--- config.mk ---
export PLATFORM = sky130hd
export DESIGN_NAME = rrc_host_flat
export DESIGN_NICKNAME = d
export VERILOG_FILES = /design/src/design/rrc_pkg.sv /design/src/design/rrc_link_if.sv /design/src/design/rrc_host.sv /design/src/flat_wrapper.sv
export SDC_FILE = /design/constraint.sdc
export NUM_CORES = 1
export LEC_CHECK = 0
export BUFFER_PORTS_ARGS = -buffer_cell sky130_fd_sc_hd__buf_2
export CAP_MARGIN = 25
export CORE_ASPECT_RATIO = 0.7
export CORE_UTILIZATION = 55
export CTS_BUF_LIST = sky130_fd_sc_hd__clkbuf_16
export CTS_CLUSTER_DIAMETER = 80
export CTS_CLUSTER_SIZE = 30
export DETAILED_ROUTE_END_ITERATION = 12
export PLACE_DENSITY = 0.8
export SYNTH_ARGS = -nofsm -noshare
export SYNTH_HDL_FRONTEND = slang
export SYNTH_SLANG_ARGS = --single-unit
--- constraint.sdc ---
create_clock -name hclk -period 6.1 [get_ports hclk]
set_input_delay 1.22 -clock hclk [delete_from_list [all_inputs] [get_ports hclk]]
set_output_delay 1.22 -clock hclk [all_outputs]
set_load 0.05 [all_outputs]
--- src/design/rrc_pkg.sv ---
// Package for the ranging readout and miscellaneous command block.
// Assumes both ends share one clock and reset.
package rrc_pkg;
	// ==========================================================
	// Command opcodes and parameter values
	localparam logic [7:0] OP_ROLE = 8'ha3;
	localparam logic [7:0] OP_OVERHEAR = 8'h9a;
	localparam logic [7:0] OP_REGULATOR = 8'h96;
	localparam logic [7:0] OP_SAVE_CTX = 8'hd5;
	localparam logic [7:0] OP_SLEEP = 8'h84;
	localparam logic [7:0] OP_STANDBY = 8'h80;
	localparam logic [7:0] OP_WRITE_REG = 8'h18;
	localparam logic [7:0] OP_READ_REG = 8'h19;
	localparam logic [7:0] OP_WAKE = 8'hc0;
	localparam logic [7:0] UART_FILL = 8'h01;
	localparam logic [7:0] ROLE_RESPONDER = 8'h00;
	localparam logic [7:0] OVERHEAR_ON = 8'h01;
	localparam logic [7:0] OVERHEAR_OFF = 8'h00;
	localparam logic [7:0] STBY_RC = 8'h00;
	localparam logic [7:0] STBY_XOSC = 8'h01;
	localparam logic [7:0] SLEEP_KEEP_RAM = 8'h01;
	// ==========================================================
	// Device register map
	localparam logic [11:0] REG_OUT_SEL = 12'h924;
	localparam logic [11:0] REG_ADDR_SEL = 12'h927;
	localparam logic [11:0] REG_ADDR_ODD = 12'h95f;
	localparam logic [11:0] REG_ADDR_EVEN = 12'h960;
	localparam logic [11:0] REG_RES_HIGH = 12'h961;
	localparam logic [11:0] REG_RES_MID = 12'h962;
	localparam logic [11:0] REG_RES_LOW = 12'h963;
	localparam logic [11:0] REG_MEM_CLK = 12'h97f;
	localparam logic [7:0] MASK_KIND = 8'hcf;
	localparam logic [7:0] MASK_ASEL = 8'hfc;
	localparam logic [1:0] KIND_FIELD = 2'h3;
	localparam int KIND_LSB = 4;
	localparam int MEM_CLK_BIT = 1;
	localparam logic [15:0] IRQ_EXCH_DONE = 16'h8000;
	localparam logic [7:0] RX_PTR_RESET = 8'h00;
	// ==========================================================
	// Host AHB-Lite register offsets
	localparam logic [7:0] HA_CMD = 8'h00;
	localparam logic [7:0] HA_ARG = 8'h04;
	localparam logic [7:0] HA_STATUS = 8'h08;
	localparam logic [7:0] HA_RESULT = 8'h0c;
	localparam logic [7:0] HA_ADDR = 8'h10;
	localparam logic [7:0] HA_RSSI = 8'h14;
	localparam logic [2:0] JOB_READ = 3'h1;
	localparam logic [2:0] JOB_OVR_ON = 3'h2;
	localparam logic [2:0] JOB_OVR_OFF = 3'h3;
	localparam logic [2:0] JOB_REGULATOR = 3'h4;
	localparam logic [2:0] JOB_SAVE_SLEEP = 3'h5;
	localparam logic [2:0] JOB_WAKE = 3'h6;
	localparam logic [3:0] MAX_ERRORS = 4'h3;
endpackage

--- src/design/rrc_link_if.sv ---
// Interface joining the host controller and the device command end.
// Bytes pass one a cycle under a valid flag; frames end with last.
interface rrc_link_if (
	input wire logic core_clk, // Shared clock.
	input wire logic rst // Shared reset.
);
	logic cmd_valid;
	logic [7:0] cmd_byte;
	logic cmd_last;
	logic uart_mode;
	logic rsp_valid;
	logic [7:0] rsp_byte;
	logic busy;
	logic [15:0] irq;
	logic ranging_start;
	logic ranging_fail;
	modport host (input core_clk, rst, rsp_valid, rsp_byte, busy, irq,
		ranging_fail, output cmd_valid, cmd_byte, cmd_last, uart_mode,
		ranging_start);
	modport dev (input core_clk, rst, cmd_valid, cmd_byte, cmd_last,
		uart_mode, ranging_start, output rsp_valid, rsp_byte, busy, irq,
		ranging_fail);
endinterface

--- src/design/rrc_host.sv ---
// Host end: AHB-Lite slave for software and command sequencer.
// Assumes the device answers reads within a few cycles of the frame.
module rrc_host
	import rrc_pkg::*;
(
	input wire logic hclk, // Clock, same as core_clk.
	input wire logic hresetn, // Unused mirror of reset, active low.
	input wire logic hsel, // Slave select.
	input wire logic [31:0] haddr, // Address.
	input wire logic [1:0] htrans, // Transfer type.
	input wire logic hwrite, // Write.
	input wire logic [2:0] hsize, // Size.
	input wire logic [31:0] hwdata, // Write data.
	input wire logic hready, // Bus ready.
	output logic [31:0] hrdata, // Read data.
	output logic hreadyout, // Slave ready.
	output logic hresp, // Response, always OKAY.
	rrc_link_if.host link // Command link.
);
	typedef enum {H_IDLE, H_SEND, H_WAIT, H_READ} rrc_seq_e;
	rrc_seq_e seq;
	logic [2:0] job;
	logic [7:0] arg, last_rd;
	logic uart_sel;
	logic [4:0] step;
	logic [2:0] nbytes, bidx;
	logic [7:0] frame [0:4];
	logic [3:0] errors;
	logic [23:0] result;
	logic [31:0] addr_word;
	logic [7:0] rssi;
	logic ph_write, ph_sel;
	logic [7:0] ph_addr;
	logic job_go;

	assign hreadyout = 1'b1;
	assign hresp = 1'b0;
	assign link.uart_mode = uart_sel;
	assign link.ranging_start = 1'b0;
	assign job_go = ph_sel && ph_write && ph_addr == HA_CMD && seq == H_IDLE;

	// AHB address phase capture; data phase decodes next cycle.
	always_ff @(posedge hclk or posedge link.rst)
	begin
		if (link.rst)
		begin
			ph_write <= 1'b0;
			ph_sel <= 1'b0;
			ph_addr <= 8'h00;
		end
		else if (hready)
		begin
			ph_sel <= hsel && htrans[1];
			ph_write <= hwrite;
			ph_addr <= haddr[7:0];
		end
	end

	// Software registers: ARG byte, and bit 8 asks for UART framing.
	always_ff @(posedge hclk or posedge link.rst)
	begin
		if (link.rst)
		begin
			arg <= 8'h00;
			uart_sel <= 1'b0;
		end
		else if (ph_sel && ph_write && ph_addr == HA_ARG)
		begin
			arg <= hwdata[7:0];
			uart_sel <= hwdata[8];
		end
	end

	always_comb
	begin
		case (ph_addr)
			HA_STATUS: hrdata = {24'h0, errors, 1'b0, seq != H_IDLE, job[1:0]};
			HA_RESULT: hrdata = {8'h00, result};
			HA_ADDR: hrdata = addr_word;
			HA_RSSI: hrdata = {24'h0, rssi};
			HA_ARG: hrdata = {23'h0, uart_sel, arg};
			default: hrdata = 32'h00000000;
		endcase
	end

	// Sequencer: each job is a list of frames sent in order.
	always_ff @(posedge hclk or posedge link.rst)
	begin
		if (link.rst)
		begin
			seq <= H_IDLE;
			job <= 3'h0;
			step <= 5'h00;
			bidx <= 3'h0;
			nbytes <= 3'h0;
			errors <= 4'h0;
			result <= 24'h0;
			addr_word <= 32'h0;
			rssi <= 8'h00;
			last_rd <= 8'h00;
			for (int i = 0; i < 5; i++)
				frame[i] <= 8'h00;
		end
		else
		begin
			if (link.ranging_fail && errors != MAX_ERRORS)
				errors <= errors + 4'h1;
			case (seq)
				H_IDLE:
					if (job_go)
					begin
						job <= hwdata[2:0];
						step <= 5'h00;
						seq <= H_WAIT;
					end
				H_WAIT:
					if (!link.busy)
					begin
						// Build the next frame of the job.
						seq <= H_SEND;
						bidx <= 3'h0;
						step <= step + 5'h01;
						nbytes <= 3'h2;
						frame[0] <= OP_STANDBY;
						frame[1] <= STBY_RC;
						frame[2] <= 8'h00;
						frame[3] <= 8'h00;
						frame[4] <= 8'h00;
						case (job)
						JOB_READ:
							case (step)
							5'd0: frame[1] <= STBY_XOSC;
							5'd1: {nbytes, frame[0], frame[1], frame[2], frame[3]}
								<= {3'h4, OP_WRITE_REG, 8'h09, 8'h7f,
								last_rd | 8'h02};
							5'd2, 5'd3, 5'd4, 5'd5, 5'd6, 5'd7, 5'd8, 5'd9:
							begin
								nbytes <= 3'h4;
								frame[0] <= OP_READ_REG;
								frame[1] <= 8'h09;
								case (step)
								5'd2: frame[2] <= 8'h24;
								5'd3: {frame[0], frame[2], frame[3]} <= {OP_WRITE_REG,
									8'h24, (last_rd & MASK_KIND) |
									{2'h0, arg[1:0] & KIND_FIELD, 4'h0}};
								5'd4: frame[2] <= 8'h61;
								5'd5: frame[2] <= 8'h62;
								5'd6: frame[2] <= 8'h63;
								5'd7: {frame[0], frame[2], frame[3]} <= {OP_WRITE_REG,
									8'h27, 8'h00};
								5'd8: frame[2] <= 8'h60;
								default: frame[2] <= 8'h5f;
								endcase
							end
							5'd10: {nbytes, frame[0], frame[1], frame[2], frame[3]}
								<= {3'h4, OP_WRITE_REG, 8'h09, 8'h27, 8'h01};
							5'd11: {nbytes, frame[0], frame[1], frame[2]}
								<= {3'h4, OP_READ_REG, 8'h09, 8'h60};
							5'd12: {nbytes, frame[0], frame[1], frame[2]}
								<= {3'h4, OP_READ_REG, 8'h09, 8'h5f};
							5'd13: {nbytes, frame[0], frame[1], frame[2]}
								<= {3'h4, OP_READ_REG, 8'h00, 8'h00};
							5'd14: frame[1] <= STBY_RC;
							default: seq <= H_IDLE;
							endcase
						JOB_OVR_ON:
							case (step)
							5'd0: {frame[0], frame[1]} <= {OP_ROLE, ROLE_RESPONDER};
							5'd1: {frame[0], frame[1]} <= {OP_OVERHEAR, OVERHEAR_ON};
							default: seq <= H_IDLE;
							endcase
						JOB_OVR_OFF:
							case (step)
							5'd0: frame[1] <= STBY_RC;
							5'd1: {frame[0], frame[1]} <= {OP_OVERHEAR, OVERHEAR_OFF};
							default: seq <= H_IDLE;
							endcase
						JOB_REGULATOR:
							if (step == 5'd0 && uart_sel)
								{nbytes, frame[0], frame[1], frame[2]}
									<= {3'h3, OP_REGULATOR, UART_FILL, arg};
							else if (step == 5'd0)
								{frame[0], frame[1]} <= {OP_REGULATOR, arg};
							else
								seq <= H_IDLE;
						JOB_SAVE_SLEEP:
							case (step)
							5'd0: {nbytes, frame[0]} <= {3'h1, OP_SAVE_CTX};
							5'd1: {frame[0], frame[1]} <= {OP_SLEEP, SLEEP_KEEP_RAM};
							default: seq <= H_IDLE;
							endcase
						JOB_WAKE:
							if (step == 5'd0)
								{nbytes, frame[0]} <= {3'h1, OP_WAKE};
							else
								seq <= H_IDLE;
						default: seq <= H_IDLE;
						endcase
					end
				H_SEND:
				begin
					bidx <= bidx + 3'h1;
					if (bidx + 3'h1 == nbytes)
						seq <= H_READ;
				end
				H_READ:
					if (link.rsp_valid)
					begin
						last_rd <= link.rsp_byte;
						case (step)
						5'd5: result[23:16] <= link.rsp_byte;
						5'd6: result[15:8] <= link.rsp_byte;
						5'd7: result[7:0] <= link.rsp_byte;
						5'd9: addr_word[7:0] <= link.rsp_byte;
						5'd10: addr_word[15:8] <= link.rsp_byte;
						5'd12: addr_word[23:16] <= link.rsp_byte;
						5'd13: addr_word[31:24] <= link.rsp_byte;
						5'd14: rssi <= link.rsp_byte;
						default: last_rd <= link.rsp_byte;
						endcase
						seq <= H_WAIT;
					end
					else if (frame[0] != OP_READ_REG)
						seq <= H_WAIT;
				default: seq <= H_IDLE;
			endcase
		end
	end

	assign link.cmd_valid = (seq == H_SEND);
	assign link.cmd_byte = frame[bidx];
	assign link.cmd_last = (seq == H_SEND) && (bidx + 3'h1 == nbytes);
endmodule

--- src/flat_wrapper.sv ---
// flat-port wrapper written by rule: the top's interface ports become plain ports
module rrc_host_flat import rrc_pkg::*;
  (hclk, hresetn, hsel, haddr, htrans, hwrite, hsize, hwdata, hready, hrdata, hreadyout, hresp, core_clk, rst, link_rsp_valid, link_rsp_byte, link_busy, link_irq, link_ranging_fail, link_cmd_valid, link_cmd_byte, link_cmd_last, link_uart_mode, link_ranging_start);
  rrc_link_if link_i (.core_clk(core_clk), .rst(rst));
  input wire logic hclk;
  input wire logic hresetn;
  input wire logic hsel;
  input wire logic [31:0] haddr;
  input wire logic [1:0] htrans;
  input wire logic hwrite;
  input wire logic [2:0] hsize;
  input wire logic [31:0] hwdata;
  input wire logic hready;
  output logic [31:0] hrdata;
  output logic hreadyout;
  output logic hresp;
  input wire logic core_clk;
  input wire logic rst;
  input wire logic [$bits(link_i.rsp_valid)-1:0] link_rsp_valid;
  input wire logic [$bits(link_i.rsp_byte)-1:0] link_rsp_byte;
  input wire logic [$bits(link_i.busy)-1:0] link_busy;
  input wire logic [$bits(link_i.irq)-1:0] link_irq;
  input wire logic [$bits(link_i.ranging_fail)-1:0] link_ranging_fail;
  output wire logic [$bits(link_i.cmd_valid)-1:0] link_cmd_valid;
  output wire logic [$bits(link_i.cmd_byte)-1:0] link_cmd_byte;
  output wire logic [$bits(link_i.cmd_last)-1:0] link_cmd_last;
  output wire logic [$bits(link_i.uart_mode)-1:0] link_uart_mode;
  output wire logic [$bits(link_i.ranging_start)-1:0] link_ranging_start;
  assign link_i.rsp_valid = link_rsp_valid;
  assign link_i.rsp_byte = link_rsp_byte;
  assign link_i.busy = link_busy;
  assign link_i.irq = link_irq;
  assign link_i.ranging_fail = link_ranging_fail;
  assign link_cmd_valid = link_i.cmd_valid;
  assign link_cmd_byte = link_i.cmd_byte;
  assign link_cmd_last = link_i.cmd_last;
  assign link_uart_mode = link_i.uart_mode;
  assign link_ranging_start = link_i.ranging_start;
  rrc_host u_core (.hclk(hclk), .hresetn(hresetn), .hsel(hsel), .haddr(haddr), .htrans(htrans), .hwrite(hwrite), .hsize(hsize), .hwdata(hwdata), .hready(hready), .hrdata(hrdata), .hreadyout(hreadyout), .hresp(hresp), .link(link_i));
endmodule
# --- Word level (Yosys, flattened, before mapping) ---
# Index checks and enable logic that the tools add are counted.
totals:
  ff_bits: 173
  n_memories: 0
  ram_bits: 0
  out_inout_bits: 46
  elab_cells: 150
  rom_bits: 0
  latchBits: 0
  inputBits: 103
op_classes:
  n_lt_le_gt_ge: 1
  muxes: 43
  eq_ne: 36
  add_sub_neg: 3
  mul: 0
  n_div: 0
  n_bitwise: 3
  reduce_logical: 40
  shift: 0
op_table:
  columns: ["cell", "n"]
  rows:
  - ["32-bit one-hot mux with 4 select lines", 2]
  - ["32-bit two-way mux", 6]
  - ["32-bit one-hot mux with 5 select lines", 1]
  - ["32-bit by 2-bit == test with 1-bit output (second input constant)", 3]
  - ["32-bit zero test", 2]
  - ["8-bit one-hot mux with 3 select lines", 2]
  - ["8-bit one-hot mux with 6 select lines", 1]
  - ["7-bit one-hot mux with 6 select lines", 1]
  - ["8-bit two-way mux", 5]
  - ["8-bit one-hot mux with 5 select lines", 1]
  - ["5-bit by 4-bit == test with 1-bit output (second input constant)", 7]
  - ["32-bit by 1-bit == test with 1-bit output (second input constant)", 1]
  - ["8-bit one-hot mux with 4 select lines", 1]
  - ["32-bit nonzero test", 1]
  - ["14-bit one-hot mux with 2 select lines", 1]
  - ["3-bit AND reduction", 9]
  - ["13-bit two-way mux", 2]
  - ["8-bit binary-select mux with 3-bit select", 1]
  - ["5-bit by 3-bit == test with 1-bit output (second input constant)", 4]
  - ["8-bit by 4-bit == test with 1-bit output (second input constant)", 2]
  - ["8-bit by 5-bit == test with 1-bit output (second input constant)", 2]
  - ["8-bit one-hot mux with 2 select lines", 1]
  - ["5-bit two-way mux", 3]
  - ["15-bit OR reduction", 1]
  - ["39 further kinds", 66]

# --- Depth between registers and ports, before layout ---
depth:
  ltp_word: 6
  depth_mapped: 8
  ltp_nobuf: 7

# --- Least setup slack after synthesis ---
# OpenSTA, ideal clock, no wires.
synth_path:
  path_type: "register to output"
  from: "reg u_core.ph_addr[3]"
  to: "out hrdata[0]"
  n_path_buf: 1
  arrival_ps: 2137
  stages_incl_launch_ff: 5
  t_required_ps: 4880
  slack_ps: 2743
  path_cell_list: "dfrtp_1 > clkbuf_1 > nor3_1 > nand2_1 > o21ai_0"
synth_between:
  elab_chain_len: 2
  elab_cells_between_ends: 6
  classes_between: "eq/ne (5); mux (1)"
synth_lines:
  columns: ["item", "line_no", "rtl"]
  rows:
  - ["start, declared", "rrc_host.sv:33", "logic [7:0] ph_addr;"]
  - ["start signal, assigned", "rrc_host.sv:55", "ph_addr <= haddr[7:0];"]
  - ["8-bit by 3-bit == test with 1-bit output, or another cell as far along", "rrc_host.sv:76", "case (ph_addr)"]
  - ["32-bit one-hot mux with 5 select lines (*)", "rrc_host.sv:76", null]
  - ["end, declared", "flat_wrapper.sv:14", "output logic [31:0] hrdata;"]
# Every way passes the cells marked *; elsewhere a longest branch is shown, timed or not.

# --- Worst setup path in the final report ---
layout_path:
  from: "reg u_core.ph_addr[2]"
  to: "out hrdata[0]"
# The elaborated chain is that of the path after synthesis.

==> reports/results.tsv <==
stage	metric	value	unit
power_and_ir_drop	leakagePower	3.84	nW
setup_path	worstPathRequired	4.88	ns
timing	timing.final.max_slew_violations	0	
cts	cts.reportedPaths.clkPinSlew	0.06	ns
setup_path	r2r_cells	5	
detailed_routing	avgViaCountPerCell	6.27	
timing	final-hold-violation-count	0	
placed_design	place_inst	814	
cts	htreeDepth	4	
yosys	synth_top_area_share	0.512	
floorplan	die_h	96.3	microns
cts	holdBufCountCts	0	
detailed_routing	avgRoutedWirePerCell	21.2	microns
setup_path	rr_startpoint	u_core.step[0]	
floorplan	io_pins	149	
timing	final.setup.tns	0	ns
detailed_routing	postRouteAntennaNets	0	
detailed_routing	drt_iter0_markers	426	
setup_path	worstPathArrival	2.95	ns
timing	fin_worst_skew	0.0120	ns
cts	cts_buffers	17	
detailed_routing	first_pass_iters	5	
setup_path	cp_max_fo	21	
yosys	synth_area_leaders	dfrtp_1, mux2_2, a22o_1	
timing	rsz0062_at_grt	false	
global_routing	grt_pass1_vias	5110	
yosys	async_flop_share	1.00	
floorplan	row_count	34	
timing	period_share	0.684	
final_layout	final_cell_count_no_fill	846	
setup_path	r2r_slack	3.27	ns
detailed_routing	drcViolationCount	0	
cts	clkSinkCount	143	
global_routing	antenna_found_initial	0	
timing	worstMarginPinSlew	1.04	ns
global_routing	grt_usage	0.288	
yosys	syn_area_per_cell	11.5	sq um
final_layout	drive_gt1_frac	0.329	
setup_path	critPathLaunch	u_core.ph_addr[2]	
placed_design	hpwl	12.3	mm
setup_path	startpoint_type	register	
timing	period_minus_slack	4.17	ns
floorplan	fp.dieW	137	microns
setup_path	criticalPathCategory	reg -> out	
timing	slew_headroom	0.298	
min_path	hp-class	reg -> reg	
final_layout	diodes	0	
cts	cts_resized	0	
cts	cts_setup_buffers	0	
cts	max-clock-path-buffers	2	
placed_design	portBuffers	76	
global_routing	grt_first_pass_wirelength	27.7	mm
detailed_routing	routed_wirelength	18.0	mm
global_routing	grt_overflow	0	
yosys	syn_inst	608	
yosys	synthFlopType	dfrtp_1	
power_and_ir_drop	p_per_area	308	nW/um^2
power_and_ir_drop	peakVddDrop	0.316	mV
cts	cts_tree	yes	
yosys	ys_seq_area_frac	0.512	
placed_design	place_congestion	0.916	
global_routing	grt_max_degree	106	
setup_path	crit_path_end_kind	output pin	
yosys	ys_warn_count	0	
yosys	yosysTopAreaCell	dfrtp_1	
cts	cts-root-buf	clkbuf_16	
floorplan	start_util	0.563	
outcome	status	completed	
final_layout	area_growth	14.5	%
final_layout	nets	780	
setup_path	crit_end	hrdata[0]	
flow_run	cap_violations	0	
yosys	ys_types	53	
detailed_routing	vias	5307	
yosys	synth_enable_flop_cells	0	
yosys	ys_seq_elements	143	
timing	fmax	0.240	GHz
floorplan	die_area	13200	sq um
setup_path	timing.rr.end	u_core.frame[17]	
cts	clkLatencyLatePin	0.42	ns
floorplan	coreArea	12400	sq um
yosys	syn-cell-area	6990	sq um
timing	setup_viol_count_final	0	
==> routing by layer <==
| metal | GRT usage | up-vias | part of all wire |
|---|---|---|---|
| met2 | 0.437 | 230 | 0.46 |
| met4 | 0.0889 | 0 | 0.012 |
| met3 | 0.0827 | 20 | 0.083 |
| met1 | 0.400 | 2711 | 0.44 |
| li1 | - | 2346 | - |
| met5 | 0 | - | 0 |
==> worst max-delay path, stage by stage, from the launching register on <==
cell     delay (ns)
dfrtp_1        0.70
nor2b_1        0.59
nand2_1        0.18
nor2_1         0.15
buf_4          0.28
a22oi_1        0.12
o21ai_0        0.17
buf_2          0.33
==> sequential cells by signal (all words and copies together), names as in the netlist <==
signal                 flops
u_core.addr_word          32
u_core.arg                 8
u_core.bidx                3
u_core.errors              4
u_core.frame              32
u_core.job                 3
u_core.last_rd             8
u_core.link.uart_mode      1
u_core.nbytes              3
u_core.ph_addr             8
u_core.ph_sel              1
u_core.ph_write            1
u_core.result             24
u_core.rssi                8
u_core.seq                 2
u_core.step                5
==> cell usage in the layout, fill, tap and decap left out, drive strengths merged, types with 2 or more instances in the layout <==
master,n
dfrtp,143
mux2,97
buf,81
nand2,46
o21ai,39
nor2,30
a22o,27
a22oi,20
clkbuf,17
nand3,16
nor2b,16
a21oi,14
nor3,13
inv,13
and2,12
mux4,8
clkinv,8
mux2i,7
nand2b,6
ha,6
o31ai,5
o41ai,5
xnor2,5
or3,5
nand4,4
xor2,4
o21a,3
a221o,3
conb,3
clkinvlp,3
nor4b,3
a31oi,2
nor3b,2
a32oi,2
o221ai,2
==> how the worst min path moves through the flow <==
| stage | start | end | slack, ns | depth (start not counted) |
|---|---|---|---|---|
| final | u_core.frame[13] | u_core.frame[13] | 0.48 | 2 |
| after floorplan | u_core.frame[8] | u_core.frame[8] | 0.44 | 2 |
| after global placement | u_core.frame[13] | u_core.frame[13] | 0.47 | 2 |
| after CTS | u_core.frame[13] | u_core.frame[13] | 0.48 | 2 |
| after detailed placement | u_core.frame[13] | u_core.frame[13] | 0.47 | 2 |
| after global routing | u_core.frame[13] | u_core.frame[13] | 0.50 | 2 |
==> Yosys cell counts (all sizes together), types with 2 or more instances <==
cell type	n
nand2b	6
ha	6
and2	12
clkbuf	31
inv	10
mux2	97
conb	2
nand4	4
nand3	16
a221o	3
nor2b	16
nand2	46
o31ai	5
a22o	27
mux4	8
o21ai	39
nor4b	3
or3	5
dfrtp	143
nor3	13
a22oi	20
o21a	3
o221ai	2
a32oi	2
a31oi	2
mux2i	7
xor2	4
nor2	30
nor3b	2
a21oi	14
o41ai	5
buf	7
xnor2	5
==> stage by stage <==
stage / instance area (sq um) / hold slack, ns / utilization / setup slack [ns] / total power [mW]
final: 8010 / 0.479 / 0.645 / 1.93 / 2.46
after global routing: 8010 / 0.496 / 0.645 / 1.75 / 2.56
after CTS: 8010 / 0.483 / 0.645 / 1.96 / 2.46
after detailed placement: 7460 / 0.470 / 0.601 / 2.45 / 1.50
after global placement: 7460 / 0.468 / 0.601 / 2.51 / 1.47
after floorplan: 7000 / 0.438 / - / 1.04 / 1.39
==> report_power, final <==
| group | leakage (nW) | total, mW | internal [mW] | switching, mW |
|---|---|---|---|---|
| combinational | 1.63 | 0.396 | 0.157 | 0.239 |
| sequential | 1.94 | 1.10 | 0.992 | 0.106 |
| clock | 0.262 | 0.970 | 0.557 | 0.413 |
==> cell type report <==
| class | instances | area, sq um |
|---|---|---|
| timing repair buffer | 81 | 418 |
| inverter | 10 | 42.5 |
| multi-input combinational | 418 | 3220 |
| fill | 970 | 4410 |
| tap | 162 | 203 |
| clock buffer | 17 | 425 |
| sequential | 143 | 3580 |
| clock inverter | 15 | 119 |
==> logic make-up after synthesis <==
kind of cell             share of synthesized area
buffers and inverters                       0.0279
adder cells (fa/ha/maj)                     0.0107
XOR/XNOR                                    0.0113
AO/OA/AOI/OAI                                0.130
other                                      0.00107
flip-flops                                   0.512
AND/OR/NAND/NOR                              0.116
multiplexers                                 0.192
Power figures use the tool's default switching activity.
